<file path="src/pkg/sdc_regs.svh">
// constants of the conversion and calibration sequencer
`ifndef SDC_REGS_SVH
`define SDC_REGS_SVH

// decimation ratios, rate family 0
`define SDC_DEC_F0_R0 9'h187
`define SDC_DEC_F0_R1 9'h139
`define SDC_DEC_F0_R2 9'h04E
`define SDC_DEC_F0_R3 9'h027
// decimation ratios, rate family 1
`define SDC_DEC_F1_R0 9'h180
`define SDC_DEC_F1_R1 9'h140
`define SDC_DEC_F1_R2 9'h04D
`define SDC_DEC_F1_R3 9'h026

// word period is this many input clocks per decimation step
`define SDC_MOD_CLOCKS 8'h80
`define SDC_MOD_SHIFT 7
// pipeline delay and overrun gap, in input clocks
`define SDC_PIPE_CLOCKS 11'h7D0
`define SDC_GAP_CLOCKS 9'h1F4

// output word periods per phase
`define SDC_NORMAL_PERIODS 4'h3
`define SDC_SELF_HALF_PERIODS 4'h3
`define SDC_SELF_CONV_PERIODS 4'h3
`define SDC_SYS_CAL_PERIODS 4'h3
`define SDC_SYS_CONV_PERIODS 4'h1

// calibration mode encodings {hi, lo}
`define SDC_MODE_NORMAL 2'h0
`define SDC_MODE_SELF 2'h1
`define SDC_MODE_SYS_ZERO 2'h2
`define SDC_MODE_SYS_FULL 2'h3

// reset values
`define SDC_CLOCK_RESET 4'h9
`define SDC_SETUP_RESET 3'h1
`define SDC_COMM_RESET 6'h00

`endif

</file>
<file path="src/pkg/sdc_pkg.sv">
// types shared by the conversion and calibration sequencer
package sdc_pkg;
    typedef struct packed {
        logic rate_family;
        logic input_clock_halver;
        logic filter_rate_hi;
        logic filter_rate_lo;
    } sdc_clock_t;

    typedef struct packed {
        logic cal_mode_hi;
        logic cal_mode_lo;
        logic filter_sync_hold;
    } sdc_setup_t;

    typedef struct packed {
        logic [1:0] channel;
        logic read_not_write;
        logic power_down_bit;
        logic [1:0] target;
    } sdc_comm_t;

    typedef enum logic [2:0] {
        ST_HOLD, ST_SELF_ZERO, ST_SELF_FULL, ST_SYS_CAL, ST_CONV, ST_PIPE, ST_RUN
    } sdc_state_t;
endpackage

</file>
<file path="src/sdc_rate_divider.sv">
// enable-pulse divider with restart
`timescale 1ns/1ps
`default_nettype none
module sdc_rate_divider #(
    parameter int W = 8
) (
    // clock and reset
    input wire logic i_clk,
    input wire logic i_reset_n,
    // control
    input wire logic i_en,
    input wire logic i_restart,
    input wire logic [W-1:0] i_period,
    // tick
    output logic o_tick
);
    logic [W-1:0] count;

    always_ff @(posedge i_clk or negedge i_reset_n) begin
        if (!i_reset_n) begin
            count <= '0;
            o_tick <= 1'b0;
        end else if (i_restart) begin
            count <= '0;
            o_tick <= 1'b0;
        end else if (i_en) begin
            o_tick <= (count >= i_period - W'(1));
            count <= (count >= i_period - W'(1)) ? '0 : count + W'(1);
        end else begin
            o_tick <= 1'b0;
        end
    end
endmodule
`default_nettype wire

</file>
<file path="src/sdc_coef_store.sv">
// per-channel offset and gain coefficient storage
`timescale 1ns/1ps
`default_nettype none
module sdc_coef_store (
    // clock and reset
    input wire logic i_clk,
    input wire logic i_reset_n,
    // write side
    input wire logic i_wr_offset,
    input wire logic i_wr_gain,
    input wire logic [1:0] i_wr_channel,
    input wire logic [23:0] i_wdata,
    // read side
    input wire logic [1:0] i_rd_channel,
    output logic [23:0] o_offset,
    output logic [23:0] o_gain
);
    logic [23:0] offset_mem [4];
    logic [23:0] gain_mem [4];

    always_ff @(posedge i_clk or negedge i_reset_n) begin
        if (!i_reset_n) begin
            for (int i = 0; i < 4; i++) begin
                offset_mem[i] <= 24'h000000;
                gain_mem[i] <= 24'h000000;
            end
        end else begin
            if (i_wr_offset) begin
                offset_mem[i_wr_channel] <= i_wdata;
            end
            if (i_wr_gain) begin
                gain_mem[i_wr_channel] <= i_wdata;
            end
        end
    end

    always_ff @(posedge i_clk or negedge i_reset_n) begin
        if (!i_reset_n) begin
            o_offset <= 24'h000000;
            o_gain <= 24'h000000;
        end else begin
            o_offset <= offset_mem[i_rd_channel];
            o_gain <= gain_mem[i_rd_channel];
        end
    end
endmodule
`default_nettype wire

</file>
<file path="src/sdc_sequencer.sv">
// conversion and calibration sequencer of a sigma-delta converter
//
// What this block does
// - decimation ratio follows rate-family and filter-rate bits per fixed table
// - word period is 128 times decimation input clocks, doubled when halved
// - after reset wait for a communications write that sets channel, direction, target
// - hold bit high keeps filter reset and stops calibration and conversion
// - hold bit low gives continuous conversions, one result per word period
// - normal mode: ready falls three word periods after hold clears
// - ready returns high when a result read completes
// - unread result overrun: ready high 500 input clocks, then low again
// - hold set while ready low keeps ready low until read or restart
// - result word stays readable repeatedly while the next conversion runs
// - ready shown both as status bit and pin, low meaning valid
// - first result after calibration waits an extra 2000 input clocks
// - self-calibration: ready falls nine word periods plus pipeline delay after start
// - system calibration: ready falls four word periods plus pipeline delay
// - mode bits clear after six periods self, three periods system calibration
// - mode bits: 01 self, 10 system zero, 11 system full, 00 normal
// - self-calibration shorts inputs for zero, then applies reference for full scale
// - coefficients land in the calibrated channel's own offset and gain pair
// - after self-calibration one three-period conversion precedes new data
// - ready rises at calibration start, within one 128-clock modulator cycle
// - reset pin low holds ready high; afterwards wait for communications write
`timescale 1ns/1ps
`default_nettype none
`include "sdc_regs.svh"
module sdc_sequencer (
    // clock and reset
    input wire logic i_clk,
    input wire logic i_reset_n,
    // host register accesses
    input wire logic i_comm_write,
    input wire sdc_pkg::sdc_comm_t i_comm,
    input wire logic i_access_done,
    input wire logic i_setup_write,
    input wire sdc_pkg::sdc_setup_t i_setup,
    input wire logic i_clock_write,
    input wire sdc_pkg::sdc_clock_t i_clock,
    input wire logic i_result_read_done,
    input wire logic i_coef_write,
    input wire logic i_coef_is_gain,
    input wire logic [23:0] i_coef_wdata,
    // filter and calibration engine
    input wire logic [15:0] i_conv_word,
    input wire logic [23:0] i_cal_coef,
    // status and results
    output logic o_result_ready_n,
    output logic o_status_ready_n,
    output logic [15:0] o_result,
    output logic o_result_update,
    output logic o_wait_comm,
    output sdc_pkg::sdc_comm_t o_comm,
    output sdc_pkg::sdc_setup_t o_setup,
    output logic [8:0] o_decimation,
    // analog front end control
    output logic o_filter_reset,
    output logic o_short_inputs,
    output logic o_apply_ref,
    output logic [23:0] o_offset,
    output logic [23:0] o_gain
);
    import sdc_pkg::*;

    sdc_clock_t clock_reg;
    sdc_state_t state;
    logic [3:0] period_cnt;
    logic [3:0] conv_len;
    logic conv_pipe;
    logic [10:0] pipe_cnt;
    logic [8:0] gap_cnt;
    logic gap_active;
    logic raise_pend;
    logic clk_en;
    logic mod_tick;
    logic word_tick;
    logic start;
    logic restart_word;
    logic new_result;
    logic cal_done;
    logic cap_offset;
    logic cap_gain;
    logic [1:0] mode;
    logic [1:0] next_mode;

    assign mode = {o_setup.cal_mode_hi, o_setup.cal_mode_lo};
    assign next_mode = {i_setup.cal_mode_hi, i_setup.cal_mode_lo};
    // a start is the hold bit falling, or a calibration command while already released
    assign start = i_setup_write && !i_setup.filter_sync_hold
        && (o_setup.filter_sync_hold || next_mode != `SDC_MODE_NORMAL);

    always_ff @(posedge i_clk or negedge i_reset_n) begin
        if (!i_reset_n) begin
            o_wait_comm <= 1'b1;
            o_comm <= `SDC_COMM_RESET;
        end else if (i_comm_write) begin
            o_wait_comm <= 1'b0;
            o_comm <= i_comm;
        end else if (i_access_done) begin
            o_wait_comm <= 1'b1;
        end
    end

    always_ff @(posedge i_clk or negedge i_reset_n) begin
        if (!i_reset_n) begin
            clock_reg <= `SDC_CLOCK_RESET;
        end else if (i_clock_write) begin
            clock_reg <= i_clock;
        end
    end

    // mode bits clear on completion; a host write in the same cycle wins
    always_ff @(posedge i_clk or negedge i_reset_n) begin
        if (!i_reset_n) begin
            o_setup <= `SDC_SETUP_RESET;
        end else if (i_setup_write) begin
            o_setup <= i_setup;
        end else if (cal_done) begin
            o_setup.cal_mode_hi <= 1'b0;
            o_setup.cal_mode_lo <= 1'b0;
        end
    end

    always_ff @(posedge i_clk or negedge i_reset_n) begin
        if (!i_reset_n) begin
            o_decimation <= `SDC_DEC_F1_R1;
        end else begin
            case ({clock_reg.rate_family, clock_reg.filter_rate_hi, clock_reg.filter_rate_lo})
                3'h0: o_decimation <= `SDC_DEC_F0_R0;
                3'h1: o_decimation <= `SDC_DEC_F0_R1;
                3'h2: o_decimation <= `SDC_DEC_F0_R2;
                3'h3: o_decimation <= `SDC_DEC_F0_R3;
                3'h4: o_decimation <= `SDC_DEC_F1_R0;
                3'h5: o_decimation <= `SDC_DEC_F1_R1;
                3'h6: o_decimation <= `SDC_DEC_F1_R2;
                default: o_decimation <= `SDC_DEC_F1_R3;
            endcase
        end
    end

    // halver enable feeds every timing counter
    sdc_rate_divider #(.W(2)) u_halver (
        .i_clk(i_clk),
        .i_reset_n(i_reset_n),
        .i_en(1'b1),
        .i_restart(1'b0),
        .i_period(clock_reg.input_clock_halver ? 2'h2 : 2'h1),
        .o_tick(clk_en)
    );

    sdc_rate_divider #(.W(8)) u_modulator (
        .i_clk(i_clk),
        .i_reset_n(i_reset_n),
        .i_en(clk_en),
        .i_restart(1'b0),
        .i_period(`SDC_MOD_CLOCKS),
        .o_tick(mod_tick)
    );

    // word period is decimation times 128 halved-clock ticks
    sdc_rate_divider #(.W(16)) u_word (
        .i_clk(i_clk),
        .i_reset_n(i_reset_n),
        .i_en(clk_en),
        .i_restart(restart_word),
        .i_period({o_decimation, 7'h00}),
        .o_tick(word_tick)
    );

    assign restart_word = start || o_setup.filter_sync_hold
        || (state == ST_PIPE && clk_en && pipe_cnt == `SDC_PIPE_CLOCKS - 11'h001);

    always_comb begin
        new_result = 1'b0;
        cal_done = 1'b0;
        cap_offset = 1'b0;
        cap_gain = 1'b0;
        case (state)
            ST_SELF_ZERO: cap_offset = word_tick && period_cnt == `SDC_SELF_HALF_PERIODS - 4'h1;
            ST_SELF_FULL: begin
                cap_gain = word_tick && period_cnt == `SDC_SELF_HALF_PERIODS - 4'h1;
                cal_done = cap_gain;
            end
            ST_SYS_CAL: begin
                cal_done = word_tick && period_cnt == `SDC_SYS_CAL_PERIODS - 4'h1;
                cap_offset = cal_done && mode == `SDC_MODE_SYS_ZERO;
                cap_gain = cal_done && mode == `SDC_MODE_SYS_FULL;
            end
            ST_CONV: new_result = word_tick && period_cnt == conv_len - 4'h1 && !conv_pipe;
            ST_PIPE: new_result = clk_en && pipe_cnt == `SDC_PIPE_CLOCKS - 11'h001;
            ST_RUN: new_result = word_tick;
            default: new_result = 1'b0;
        endcase
        if (o_setup.filter_sync_hold || start) begin
            new_result = 1'b0;
            cal_done = 1'b0;
            cap_offset = 1'b0;
            cap_gain = 1'b0;
        end
    end

    // hold parks; mode picks path; normal start converts three periods
    always_ff @(posedge i_clk or negedge i_reset_n) begin
        if (!i_reset_n) begin
            state <= ST_HOLD;
            period_cnt <= 4'h0;
            conv_len <= `SDC_NORMAL_PERIODS;
            conv_pipe <= 1'b0;
            pipe_cnt <= 11'h000;
        end else if (start) begin
            period_cnt <= 4'h0;
            pipe_cnt <= 11'h000;
            conv_len <= `SDC_NORMAL_PERIODS;
            conv_pipe <= 1'b0;
            case (next_mode)
                `SDC_MODE_SELF: state <= ST_SELF_ZERO;
                `SDC_MODE_SYS_ZERO, `SDC_MODE_SYS_FULL: state <= ST_SYS_CAL;
                default: state <= ST_CONV;
            endcase
        end else if (o_setup.filter_sync_hold) begin
            state <= ST_HOLD;
            period_cnt <= 4'h0;
        end else begin
            case (state)
                ST_SELF_ZERO: begin
                    period_cnt <= cap_offset ? 4'h0 : period_cnt + 4'(word_tick);
                    if (cap_offset) begin
                        state <= ST_SELF_FULL;
                    end
                end
                // conversion of three or one periods, then pipeline delay
                ST_SELF_FULL, ST_SYS_CAL: begin
                    period_cnt <= cal_done ? 4'h0 : period_cnt + 4'(word_tick);
                    if (cal_done) begin
                        state <= ST_CONV;
                        conv_pipe <= 1'b1;
                        conv_len <= (state == ST_SELF_FULL) ? `SDC_SELF_CONV_PERIODS
                                                              : `SDC_SYS_CONV_PERIODS;
                    end
                end
                ST_CONV: begin
                    period_cnt <= period_cnt + 4'(word_tick);
                    if (word_tick && period_cnt == conv_len - 4'h1) begin
                        state <= conv_pipe ? ST_PIPE : ST_RUN;
                        pipe_cnt <= 11'h000;
                    end
                end
                ST_PIPE: begin
                    pipe_cnt <= pipe_cnt + 11'(clk_en);
                    if (new_result) begin
                        state <= ST_RUN;
                    end
                end
                ST_RUN: state <= ST_RUN;
                default: state <= ST_HOLD;
            endcase
        end
    end

    always_ff @(posedge i_clk or negedge i_reset_n) begin
        if (!i_reset_n) begin
            o_filter_reset <= 1'b1;
            o_short_inputs <= 1'b0;
            o_apply_ref <= 1'b0;
        end else begin
            o_filter_reset <= o_setup.filter_sync_hold;
            // zero phase shorts inputs, full phase applies reference
            o_short_inputs <= state == ST_SELF_ZERO && !o_setup.filter_sync_hold;
            o_apply_ref <= state == ST_SELF_FULL && !o_setup.filter_sync_hold;
        end
    end

    // the word only changes when a new result lands
    always_ff @(posedge i_clk or negedge i_reset_n) begin
        if (!i_reset_n) begin
            o_result <= 16'h0000;
            o_result_update <= 1'b0;
        end else begin
            o_result_update <= new_result;
            if (new_result) begin
                o_result <= i_conv_word;
            end
        end
    end

    // coefficients go to the selected channel's pair
    sdc_coef_store u_coefs (
        .i_clk(i_clk),
        .i_reset_n(i_reset_n),
        .i_wr_offset(cap_offset || (i_coef_write && !i_coef_is_gain)),
        .i_wr_gain(cap_gain || (i_coef_write && i_coef_is_gain)),
        .i_wr_channel(o_comm.channel),
        .i_wdata((cap_offset || cap_gain) ? i_cal_coef : i_coef_wdata),
        .i_rd_channel(o_comm.channel),
        .o_offset(o_offset),
        .o_gain(o_gain)
    );

    // ready pin and status bit; the async reset pin holds both high
    always_ff @(posedge i_clk or negedge i_reset_n) begin
        if (!i_reset_n) begin
            o_result_ready_n <= 1'b1;
            o_status_ready_n <= 1'b1;
            gap_active <= 1'b0;
            gap_cnt <= 9'h000;
            raise_pend <= 1'b0;
        end else if (new_result) begin
            // overrun: high for a gap, then low; a read in this cycle clears the overrun
            gap_active <= !o_result_ready_n && !i_result_read_done;
            gap_cnt <= `SDC_GAP_CLOCKS;
            o_result_ready_n <= !o_result_ready_n && !i_result_read_done;
            o_status_ready_n <= !o_result_ready_n && !i_result_read_done;
            raise_pend <= 1'b0;
        end else if (start) begin
            // rise waits for the next modulator cycle
            raise_pend <= 1'b1;
            gap_active <= 1'b0;
        end else if (raise_pend && mod_tick) begin
            raise_pend <= 1'b0;
            o_result_ready_n <= 1'b1;
            o_status_ready_n <= 1'b1;
        end else if (gap_active) begin
            if (clk_en) begin
                gap_cnt <= gap_cnt - 9'h001;
            end
            if (clk_en && gap_cnt == 9'h001) begin
                gap_active <= 1'b0;
                o_result_ready_n <= 1'b0;
                o_status_ready_n <= 1'b0;
            end
        end else if (i_result_read_done) begin
            // read completes; otherwise the flag is left alone
            o_result_ready_n <= 1'b1;
            o_status_ready_n <= 1'b1;
        end
    end
endmodule
`default_nettype wire

</file>
<file path="config.mk">
export PLATFORM = sky130hd
export DESIGN_NAME = sdc_sequencer
export DESIGN_NICKNAME = d
export VERILOG_FILES = /design/src/pkg/sdc_pkg.sv /design/src/sdc_rate_divider.sv /design/src/sdc_coef_store.sv /design/src/sdc_sequencer.sv
export VERILOG_INCLUDE_DIRS = /design/src /design/src/pkg
export SDC_FILE = /design/constraint.sdc
export NUM_CORES = 1
export LEC_CHECK = 0
export BUFFER_PORTS_ARGS = -buffer_cell sky130_fd_sc_hd__buf_2
export CORE_MARGIN = 2
export CORE_UTILIZATION = 44
export DETAILED_ROUTE_END_ITERATION = 16
export GPL_TIMING_DRIVEN = 1
export PLACE_DENSITY = 0.7
export SYNTH_ARGS = -nofsm -noshare
export SYNTH_HDL_FRONTEND = slang
export SYNTH_HIERARCHICAL = 1
export SYNTH_SLANG_ARGS = --single-unit
export TNS_END_PERCENT = 20
</file>
<file path="constraint.sdc">
create_clock -name i_clk -period 4.4 [get_ports i_clk]
set_input_delay 0.88 -clock i_clk [delete_from_list [all_inputs] [get_ports i_clk]]
set_output_delay 0.88 -clock i_clk [all_outputs]
set_load 0.1 [all_outputs]
</file>
== Word level (Yosys, flattened, before mapping) ==
Cells that the tools add are included.
Widths: inputs -> output; s select.
Storage, ports and cells
  flip-flop bits (word level): 347
  input port bits: 86
  word-level logic and storage cells: 218
Cells by class
  add/sub/neg operators: 9
  magnitude comparators: 5
  equality and inequality tests: 31
  mux-type cells: 79
  bitwise logic cells: 1
  reductions and logical operators: 50
Operators with widths (number)
  $bwmux 96: 2
  $mux 24: 6
  $bmux 24 s2: 2
  $pmux 9 s7: 1
  $demux 24 s2: 1
  $mux 16: 3
  $mux 9: 5
  $mux 11: 3
  $mux 4: 8
  $mux 1: 28
  $pmux 11 s2: 1
  $eq 3x3->1 const B: 6
  $logic_and 1x1->1: 18
  $mux 3: 6
  $add 16x1->16 const B: 1
  $ge 16x16->1: 1
  $reduce_bool 2->1: 8
  $sub 16x1->16 const B: 1
  $pmux 3 s5: 1
  $eq 3x2->1 const B: 4
  $mux 2: 6
  $ne 4x4->1 const B: 3
  $pmux 4 s3: 1
  $add 11x1->11: 1
  35 further kinds: 58

== Longest topological paths before layout ==
Gate-level depths: netlist of run 1.
  depth in word-level cells: 10
  mapped depth: 14

== Modules after synthesis ==
Netlist of run 1, hierarchy kept.
Modules (own cells, without submodules)
  sdc_coef_store: times used 1, cells each 516, area an instance 9557.9 sq um, sequential area each 6005.8 sq um
  sdc_sequencer: times used 1, cells each 396, area an instance 3898.7 sq um, sequential area each 1888.1 sq um
  sdc_rate_divider (u_word): times used 1, cells each 184, area an instance 1624.1 sq um, sequential area each 425.4 sq um
  sdc_rate_divider (u_modulator): times used 1, cells each 84, area an instance 770.7 sq um, sequential area each 225.2 sq um
  sdc_rate_divider (u_halver): times used 1, cells each 19, area an instance 198.9 sq um, sequential area each 75.1 sq um

== Worst setup path before layout of run 1 ==
No wires, ideal clock.
  kind: register to register
  start: reg o_decimation[0]
  end: reg u_word.count[9]
  setup time: 133 ps
  arrival time: 3776 ps
  required time: 4267 ps
  path slack: 491 ps
  stages on the path, launching flop included: 13
  buffers on the path: 1
  clock period less this slack: 3909 ps
  path through: dfrtp_1 > or4_4 > or4_4 > nor2_1 > xnor2_1 > ha_1 > nand4_2 > or4_4 > a31oi_4 > nor4_4 > buf_6 > a41oi_2 > a31oi_1
Between the ends
  cells in the longest elaborated chain, start to end: 5
RTL lines
  from (decl): RTL line sdc_sequencer.sv:55  | output logic [8:0] o_decimation,
  from (signal assigned): RTL line sdc_sequencer.sv:126  | o_decimation <= `SDC_DEC_F1_R1;
  from (signal assigned): RTL line sdc_sequencer.sv:129  | 3'h0: o_decimation <= `SDC_DEC_F0_R0;
  from (signal assigned): RTL line sdc_sequencer.sv:130  | 3'h1: o_decimation <= `SDC_DEC_F0_R1;
  $sub 16x1->16: RTL line sdc_rate_divider.sv:28  | count <= (count >= i_period - W'(1)) ? '0 : count + W'(1);
  $ge 16x16->1: RTL line sdc_rate_divider.sv:28
  $mux 16: RTL line sdc_rate_divider.sv:28
  $mux 16: RTL line sdc_rate_divider.sv:26  | end else if (i_en) begin
  $mux 16: RTL line sdc_rate_divider.sv:23  | end else if (i_restart) begin
  to (signal assigned): RTL line sdc_rate_divider.sv:28
  to (decl): RTL line sdc_rate_divider.sv:17  | logic [W-1:0] count;
Every way passes these cells. The select of a mux whose other input is x is not followed.
A chain may end at the register's enable or synchronous reset.

== Final worst setup path of run 1 ==
  start: reg o_decimation[0]
  end: reg u_word.count[15]
The elaborated chain is that of the path after synthesis.

==> results of run 1 <==
[Yosys cell counts, drive strengths merged (3+ instances only)]
master and n:
dfrtp 335, mux2 225, nand2 109, mux4 48
nor2 45, o21ai 39, buf 38, ha 36
nand3 35, a21oi 27, nor3 24, inv 23
xnor2 21, nand2b 13, nor2b 13, clkbuf 12
a31oi 10, or4 10, dfstp 9, xor2 9
mux2i 7, nand3b 7, nor4 7, o31ai 7
nand4 6, nor3b 6, o311ai 6, or2 5
a21o 4, a22o 4, a41oi 4, and3 4
o21bai 4, or3 4, nor4b 3, o2111ai 3
o211ai 3, o22ai 3
[final timing paths]
| path | start | to | slack, ns | cells after the start |
|---|---|---|---|---|
| min in group i_clk | o_setup[0] | o_filter_reset | 0.46 | 0 |
| worst min register to register | o_setup[0] | o_filter_reset | 0.46 | 0 |
| worst max register to register | o_decimation[0] | u_word/count[15] | 0.36 | 11 |
| worst max-delay path | o_decimation[0] | u_word/count[15] | 0.36 | 11 |
| worst min-delay path | i_reset_n | clock_reg[2] | 0.39 | 1 |
| max in group asynchronous | i_reset_n | u_coefs/offset_mem[90] | 2.95 | 2 |
[logic make-up (layout without fill, tap and decap cells)]
family	count (synthesis)	after routing	synth area share [%]
multiplexers	280	280	23.0
AND/OR/NAND/NOR	299	299	10.0
AO/OA/AOI/OAI	134	134	6.10
buffers and inverters	74	284	2.74
other	2	62	0.0468
XOR/XNOR	30	30	1.64
flip-flops	344	344	53.7
adder cells (fa/ha/maj)	36	36	2.81
[worst max-delay path: cells and delay by family, from the launching register on]
family | cells | cell delay, ns
adders and majority gates | 1 | 0.29
and+or+nand+nor | 5 | 2.30
DFF | 1 | 0.41
AOI/OAI and AO/OA | 4 | 0.81
xor gates and xnor gates | 1 | 0.14
[per-layer routing]
metal / global-route usage (%) / wire length [um] / up-vias
met4: 4.61 / 631 / 0
met5: 0 / 0 / -
met1: 25.3 / 15600 / 5241
met2: 29.2 / 15800 / 204
li1: - / - / 4794
met3: 2.92 / 1390 / 39
[through the flow]
stage	hold slack (ns)	utilization, %	instances	cell area [sq um]
detailed placement	0.460	49.2	1860	17600
floorplan	0.447	-	1259	16300
global placement	0.453	49.2	1860	17600
global route	0.466	52.8	1930	18900
finish	0.387	52.8	1930	18900
CTS	0.469	52.8	1930	18900
[area by class of cell]
class	count	area share, %
flip-flops and latches	344	45.7
multi-input cells	841	38.3
inverters	24	0.504
repair buffers	190	5.57
clock buffers	60	6.06
well taps	461	3.06
clock inverters	10	0.822
[power by group]
| group | internal, W | switching [W] |
|---|---|---|
| logic | 0.000985 | 0.00215 |
| clock network | 0.00192 | 0.00128 |
| registers | 0.00393 | 0.000419 |
| total | 0.00684 | 0.00385 |
==> impl_metrics.ini, run 1 <==
[synthesis]
yosysWarnings = 6
seq_area_frac_synth_pct = 53.7
avgSynthCellArea_sq_um = 13.4
syn-instance-count = 1199
synth_area_leader_cell = dfrtp_1
synth_area_sq_um = 16100
synth-seq-cells = 344
yosysTopAreaCellShare_pct = 52.2
async_flop_share_pct = 100
synth_edf_count = 0
synth_cell_types = 83
ys.flop_type = dfrtp_1
synthTopCellsByArea = dfrtp_1 (52%), mux2_2 (16%), mux4_2 (6.7%), ha_1 (2.8%), nand2_1 (2.5%)

[sta]
worst_pin_slew_ns = 1.20
post-route-period-util_pct = 91.8
slew_violations = 0
fin_skew_ns = 0.0190
fmax_mhz = 248
hold_viol_final = 0
slew_headroom_pct = 19.1
min_period_ns = 4.04
setup_viol = 0
rsz0062_at_grt = no
fin_ws_ns = 0.362
finalSetupTns_ns = 0

[die]
fp-row-count = 69
die_y_um = 195
start_util_pct = 44.9
die_w_um = 195
die-area_sq_um = 38000
io_pins = 175
core-area_sq_um = 35700

[pwr]
vdd_drop_max_v = 0.000313
fin_total_pwr_w = 0.0107
p_per_area_nw_per_um2 = 566
p_leak_nw = 8.54

[placement]
place_congestion = 0.831
dpl.hpwl_um = 21900
io_buffer_count = 174
pre_cts_ws_ns = 0.388

[cts]
clockBufferDepth = 3
cts.htree.levels = 2
clockRootBuffer = clkbuf_16
hold_buffers = 0
cts_buffers = 38
post-cts-setup-buffers = 0
cts_sinks = 344
cts_tree = done
worstSkewPairLatency_ns = 0.53
post_cts_resized = 0
clkTransAtPathRegs_ns = 0.06

[global_route]
grt-ovfl-total = 0
grt_pass1_wl_um = 55400
grt_pass1_vias = 10500
grt_max_degree = 112
antenna_found_initial = 0
track_usage_pct = 18.0

[drt]
dr.first_iter.drc_count = 563
drc = 1
wl_per_cell_um = 17.3
finalWirelength_um = 33400
firstDrtPassIters = 13
vias = 10300
vias_per_cell = 5.33
postRouteAntennaNets = 0

[status]
status = complete, but fails checks
failed_checks = DRC

[final_layout]
reg_top3 = u_coefs/gain_mem (96), u_coefs/offset_mem (96)
seq_area_sq_um = 8620
fill_cells = 3088
antenna_cells = 0
final_cell_mix = dfrtp_1 (333), mux2_2 (223), buf_2 (173)
final_layout_size_suffix_gt1_share_pct = 39.2
syn2layout_area_growth_pct = 17.6
final_nets = 1561
final_common_cell = dfrtp_1
multi_input_comb_area_sq_um = 7220

[worst_setup_path]
path_cells = or4_4 > or4_4 > nor2_1 > xnor2_1 > ha_1 > nand4_2 > o21bai_1 > a211o_1 > nor4_4 > a41oi_2 > a31oi_1
critical_path_class = reg2reg
cp_slowest_cell = nor4_4
arrival_ns = 4.47
crit_path_max_incr_delay_ns = 0.91
end_kind = register
critPathMaxFanout = 24
critPathRequiredTime_ns = 4.84
cp_common_cell = or4_4
critPathLaunchType = register

[hold_path]
hold_class = in2async

[flow_run]
cap_viol_max_count = 0
No activity file was read; power rests on OpenSTA's default activity.
==> inputs of run 2 (changes only) <==
ABC_AREA = 1   (was unset)
PLACE_DENSITY = 0.69   (was 0.7)
==> impl_metrics.ini, run 2 <==
[synthesis]
synth_area_leader_cell = dfrtp_1
synthTopCellsByCount = nand2_1 (857), dfrtp_1 (335), inv_1 (310)
synth_cell_types = 49
seq_area_frac_synth_pct = 47.8
syn-instance-count = 2353
ys.flop_type = dfrtp_1
async_flop_share_pct = 100
avgSynthCellArea_sq_um = 7.67
synth_area_sq_um = 18000
yosysWarnings = 6
yosysMostFrequentCell = nand2_1
synth_edf_count = 0
synth-seq-cells = 344
synthTopCellsByArea = dfrtp_1 (46%), nand2_1 (18%), inv_1 (6.5%), nand3_1 (5.9%), nand4_1 (4.6%)
yosysTopAreaCellShare_pct = 46.5

[placement]
place_congestion = 0.854
pre_cts_ws_ns = 0.994
place_area_sq_um = 19300
dpl.hpwl_um = 30500
io_buffer_count = 174

[die]
core-area_sq_um = 40600
io_pins = 175
die_y_um = 206
die_w_um = 206
start_util_pct = 44.4
die-area_sq_um = 42600
fp-row-count = 74

[cts]
hold_buffers = 0
clockBufferDepth = 3
cts_buffers = 40
worstSkewPairLatency_ns = 0.56
cts_sinks = 344
post_cts_resized = 0
clockRootBuffer = clkbuf_16
cts_tree = done
clkTransAtPathRegs_ns = 0.06
post-cts-setup-buffers = 0
cts.htree.levels = 2

[final_layout]
reg_top3 = u_coefs/gain_mem (96), u_coefs/offset_mem (96)
final_common_cell = nand2_1
fill_cells = 3823
antenna_cells = 0
fin_area_sq_um = 20600
final_layout_size_suffix_gt1_share_pct = 13.9
syn2layout_area_growth_pct = 14.5
final_nets = 2638
final_cell_mix = nand2_1 (856), dfrtp_1 (333), inv_1 (310)

[worst_setup_path]
critical_path_buf_inv_count = 1
rrSetupSlack_ns = 1.55
critical_path_class = reg2out
path_cells = buf_2
crit_family = flip-flops
arrival_ns = 2.11
cp_slowest_cell = dfrtp_4
critPathMaxFanout = 68
crit_path_max_incr_delay_ns = 0.96
end_kind = primary output
rr_worst_depth = 4
r2r-end = u_coefs/offset_mem[55]
critPathLaunchType = register
critPathRequiredTime_ns = 3.52
r2r-start = o_comm[4]

[global_route]
track_usage_pct = 22.3
grt-busiest-layer = met2
met2_usage_pct = 34.2
antenna_found_initial = 1
grt_max_degree = 109
grt-ovfl-total = 0
grt_pass1_wl_um = 76900
grt_pass1_vias = 15100
use_met1_pct = 31.7
use_met3_pct = 4.12

[sta]
post-route-period-util_pct = 67.9
fmax_mhz = 335
rsz0062_at_grt = no
fin_ws_ns = 1.41
slew_headroom_pct = 31.8
slew_violations = 0
fin_skew_ns = 0.0240
min_period_ns = 2.99
hold_viol_final = 0
worst_pin_slew_ns = 1.02
setup_viol = 0
finalSetupTns_ns = 0

[drt]
postRouteAntennaNets = 0
finalWirelength_um = 46300
firstDrtPassIters = 5
wl_per_cell_um = 15.1
drc = 0
dr.first_iter.drc_count = 1188
vias = 15600
vias_per_cell = 5.06

[pwr]
p_per_area_nw_per_um2 = 506
vdd_drop_max_v = 0.000285
fin_total_pwr_w = 0.0104
p_leak_nw = 11.5

[hold_path]
hold_class = in2async

[status]
status = complete, no violations

[flow_run]
cap_viol_max_count = 0
[run 2: cell count changes after synthesis, sizes merged, moves of 48 or more]
cell,delta
buf,+52
nand3,+183
inv,+301
nand2,+778
nand4,+126
nor2,+57
mux4,-48
mux2,-219
[run 2: layout make-up]
cell class / count / area, sq um / share of cell area (%)
Timing Repair Buffer: 197 / 1090 / 5.29
Clock inverter: 14 / 196 / 0.952
Clock buffer: 56 / 1120 / 5.43
Sequential cell: 344 / 8630 / 41.8
Tap cell: 532 / 666 / 3.22
Inverter: 326 / 1230 / 5.95
Multi-Input combinational cell: 1607 / 7710 / 37.4
[run 2: cell families after synthesis]
logic type	Yosys count	synth area share, %
mux	7	0.430
flops	344	47.8
other cells	2	0.0416
simple gates	1356	33.2
compound gates	130	3.95
fa+ha+maj	36	2.50
buf+inv	443	10.4
xor+xnor	35	1.70
[run 2: per-stage QoR]
| step | utilization (%) | hold slack (ns) | cells |
|---|---|---|---|
| global route | 50.8 | 0.482 | 3076 |
| global placement | 47.5 | 0.453 | 3006 |
| finish | 50.8 | 0.408 | 3076 |
| CTS | 50.8 | 0.446 | 3076 |
| detailed placement | 47.5 | 0.458 | 3006 |
| floorplan | - | 0.442 | 2394 |
[run 2: report_power, final]
part / internal (W) / switching (W)
clock: 0.00202 / 0.00134
combinational: 0.000671 / 0.00218
sequential: 0.00382 / 0.000410
total: 0.00650 / 0.00394
[run 2: worst max path at each step]
stage             startpoint                endpoint  slack, ns  cells past startpoint
2_1_floorplan     i_setup[1]  u_coefs/offset_mem[34]       1.72                     12
3_3_place_gp      i_setup[1]  u_coefs/offset_mem[66]       1.14                     11
3_5_place_dp      i_setup[1]  u_coefs/offset_mem[66]       0.99                     11
4_1_cts            o_comm[4]               o_comm[4]       1.39                      1
5_1_grt        period_cnt[2]  u_coefs/offset_mem[48]       1.31                      8
6_report           o_comm[4]               o_comm[4]       1.41                      1
[run 2: routing by layer]
| metal | share of wire (%) | wire (um) |
|---|---|---|
| met1 | 46 | 21500 |
| met2 | 44 | 20400 |
| met4 | 2.7 | 1240 |
| met3 | 6.9 | 3190 |
| met5 | 0 | 0 |
==> inputs of run 3 (changes only) <==
clock period = 2.9 ns   (was 4.4 ns; I/O delays follow)
==> impl_metrics.ini, run 3 (synthesis gave the netlist of run 2 again) <==
[sta]
setup_viol = 0
worst_pin_slew_ns = 0.832
rsz0062_at_grt = no
fin_skew_ns = 0.0225
hold_viol_final = 0
fmax_mhz = 402
post-route-period-util_pct = 85.7
min_period_ns = 2.49
slew_headroom_pct = 44.6
finalSetupTns_ns = 0
slew_violations = 0
fin_ws_ns = 0.415

[die]
io_pins = 175
die_w_um = 206
die_y_um = 206
die-area_sq_um = 42600
fp-row-count = 74
start_util_pct = 44.4
core-area_sq_um = 40600

[cts]
hold_buffers = 0
cts_buffers = 39
clockBufferDepth = 3
clkTransAtPathRegs_ns = 0.06
post_cts_resized = 0
cts.htree.levels = 2
worstSkewPairLatency_ns = 0.55
post-cts-setup-buffers = 0
cts_sinks = 344
cts_tree = done
clockRootBuffer = clkbuf_16

[worst_setup_path]
end_kind = register
rr_worst_depth = 15
critPathLaunchType = register
r2r-start = o_decimation[0]
critPathRequiredTime_ns = 3.34
rrSetupSlack_ns = 0.41
critPathMaxFanout = 7
r2r-end = u_word/o_tick
arrival_ns = 2.92
critical_path_class = reg2reg

[hold_path]
hold_class = in2async

[flow_run]
cap_viol_max_count = 0

[final_layout]
syn2layout_area_growth_pct = 16.1
final_layout_size_suffix_gt1_share_pct = 15.0
final_cell_mix = nand2_1 (856), dfrtp_1 (333), inv_1 (310)
reg_top3 = u_coefs/gain_mem (96), u_coefs/offset_mem (96)
antenna_cells = 0
final_nets = 2665
final_common_cell = nand2_1

[placement]
io_buffer_count = 174
pre_cts_ws_ns = 0.330
dpl.hpwl_um = 32600
place_congestion = 0.858

[drt]
firstDrtPassIters = 5
dr.first_iter.drc_count = 1270
vias_per_cell = 5.05
postRouteAntennaNets = 0
wl_per_cell_um = 15.3
vias = 15700
finalWirelength_um = 47600
drc = 0

[global_route]
grt_pass1_wl_um = 79200
grt-busiest-layer = met2
antenna_found_initial = 4
met2_usage_pct = 35.1
grt_pass1_vias = 15300
grt-ovfl-total = 0
track_usage_pct = 23.1
use_met3_pct = 5.00
grt_max_degree = 95
use_met1_pct = 33.1

[pwr]
vdd_drop_max_v = 0.000495
p_per_area_nw_per_um2 = 762
fin_total_pwr_w = 0.0160
p_leak_nw = 11.6

[status]
status = complete, no violations
run 3: power by group:
group | switching [W] | internal [W]
combinational | 0.00336 | 0.00106
clock | 0.00206 | 0.00311
sequential | 0.000590 | 0.00579
run 3: cell type report:
| class | instances | area (sq um) |
|---|---|---|
| clock buffers | 51 | 1090 |
| repair buffers | 225 | 1360 |
| inverters | 326 | 1230 |
| multi-input cells | 1607 | 7710 |
| well taps | 532 | 666 |
| clock inverters | 17 | 251 |
| fillers | 3811 | 19700 |
| flip-flops and latches | 344 | 8630 |
run 3: worst max path at each step:
stage	startpoint	end	slack, ns	cells past startpoint
6_report	o_decimation[0]	u_word/o_tick	0.41	15
5_1_grt	o_decimation[0]	u_word/count[5]	0.14	14
4_1_cts	o_decimation[0]	u_word/o_tick	0.40	15
3_5_place_dp	i_setup[1]	u_coefs/offset_mem[17]	0.33	14
3_3_place_gp	i_setup[1]	u_coefs/gain_mem[67]	0.40	14
2_1_floorplan	o_decimation[0]	u_word/count[11]	0.28	15
run 3: metal layers:
layer	part of all wire (%)	vias to the layer above
li1	-	7713
met1	46	7337
met2	44	540
met3	7.7	71
met4	2.0	8
met5	0.12	-
run 3: stage by stage:
stage | util, % | instances | hold slack [ns] | cell area, sq um
floorplan | - | 2394 | 0.284 | 18200
global placement | 48.2 | 3034 | 0.453 | 19600
detailed placement | 48.2 | 3034 | 0.458 | 19600
CTS | 51.5 | 3102 | 0.110 | 20900
global route | 51.5 | 3102 | 0.154 | 20900
finish | 51.5 | 3102 | 0.0793 | 20900
run 3: worst max-delay path, cell delays in order (launching register included):
cell and delay [ns]:
dfrtp_1 0.42, nor2_1 0.12, nand2_1 0.07, nor2_2 0.10
nand3_2 0.12, nor2_2 0.15, nand3b_1 0.08, nand2_1 0.07
inv_1 0.04, ha_1 0.30, a21oi_1 0.15, o21ai_1 0.09
nor2_2 0.30, nand2_1 0.19, nand2_1 0.13, nor2_1 0.05
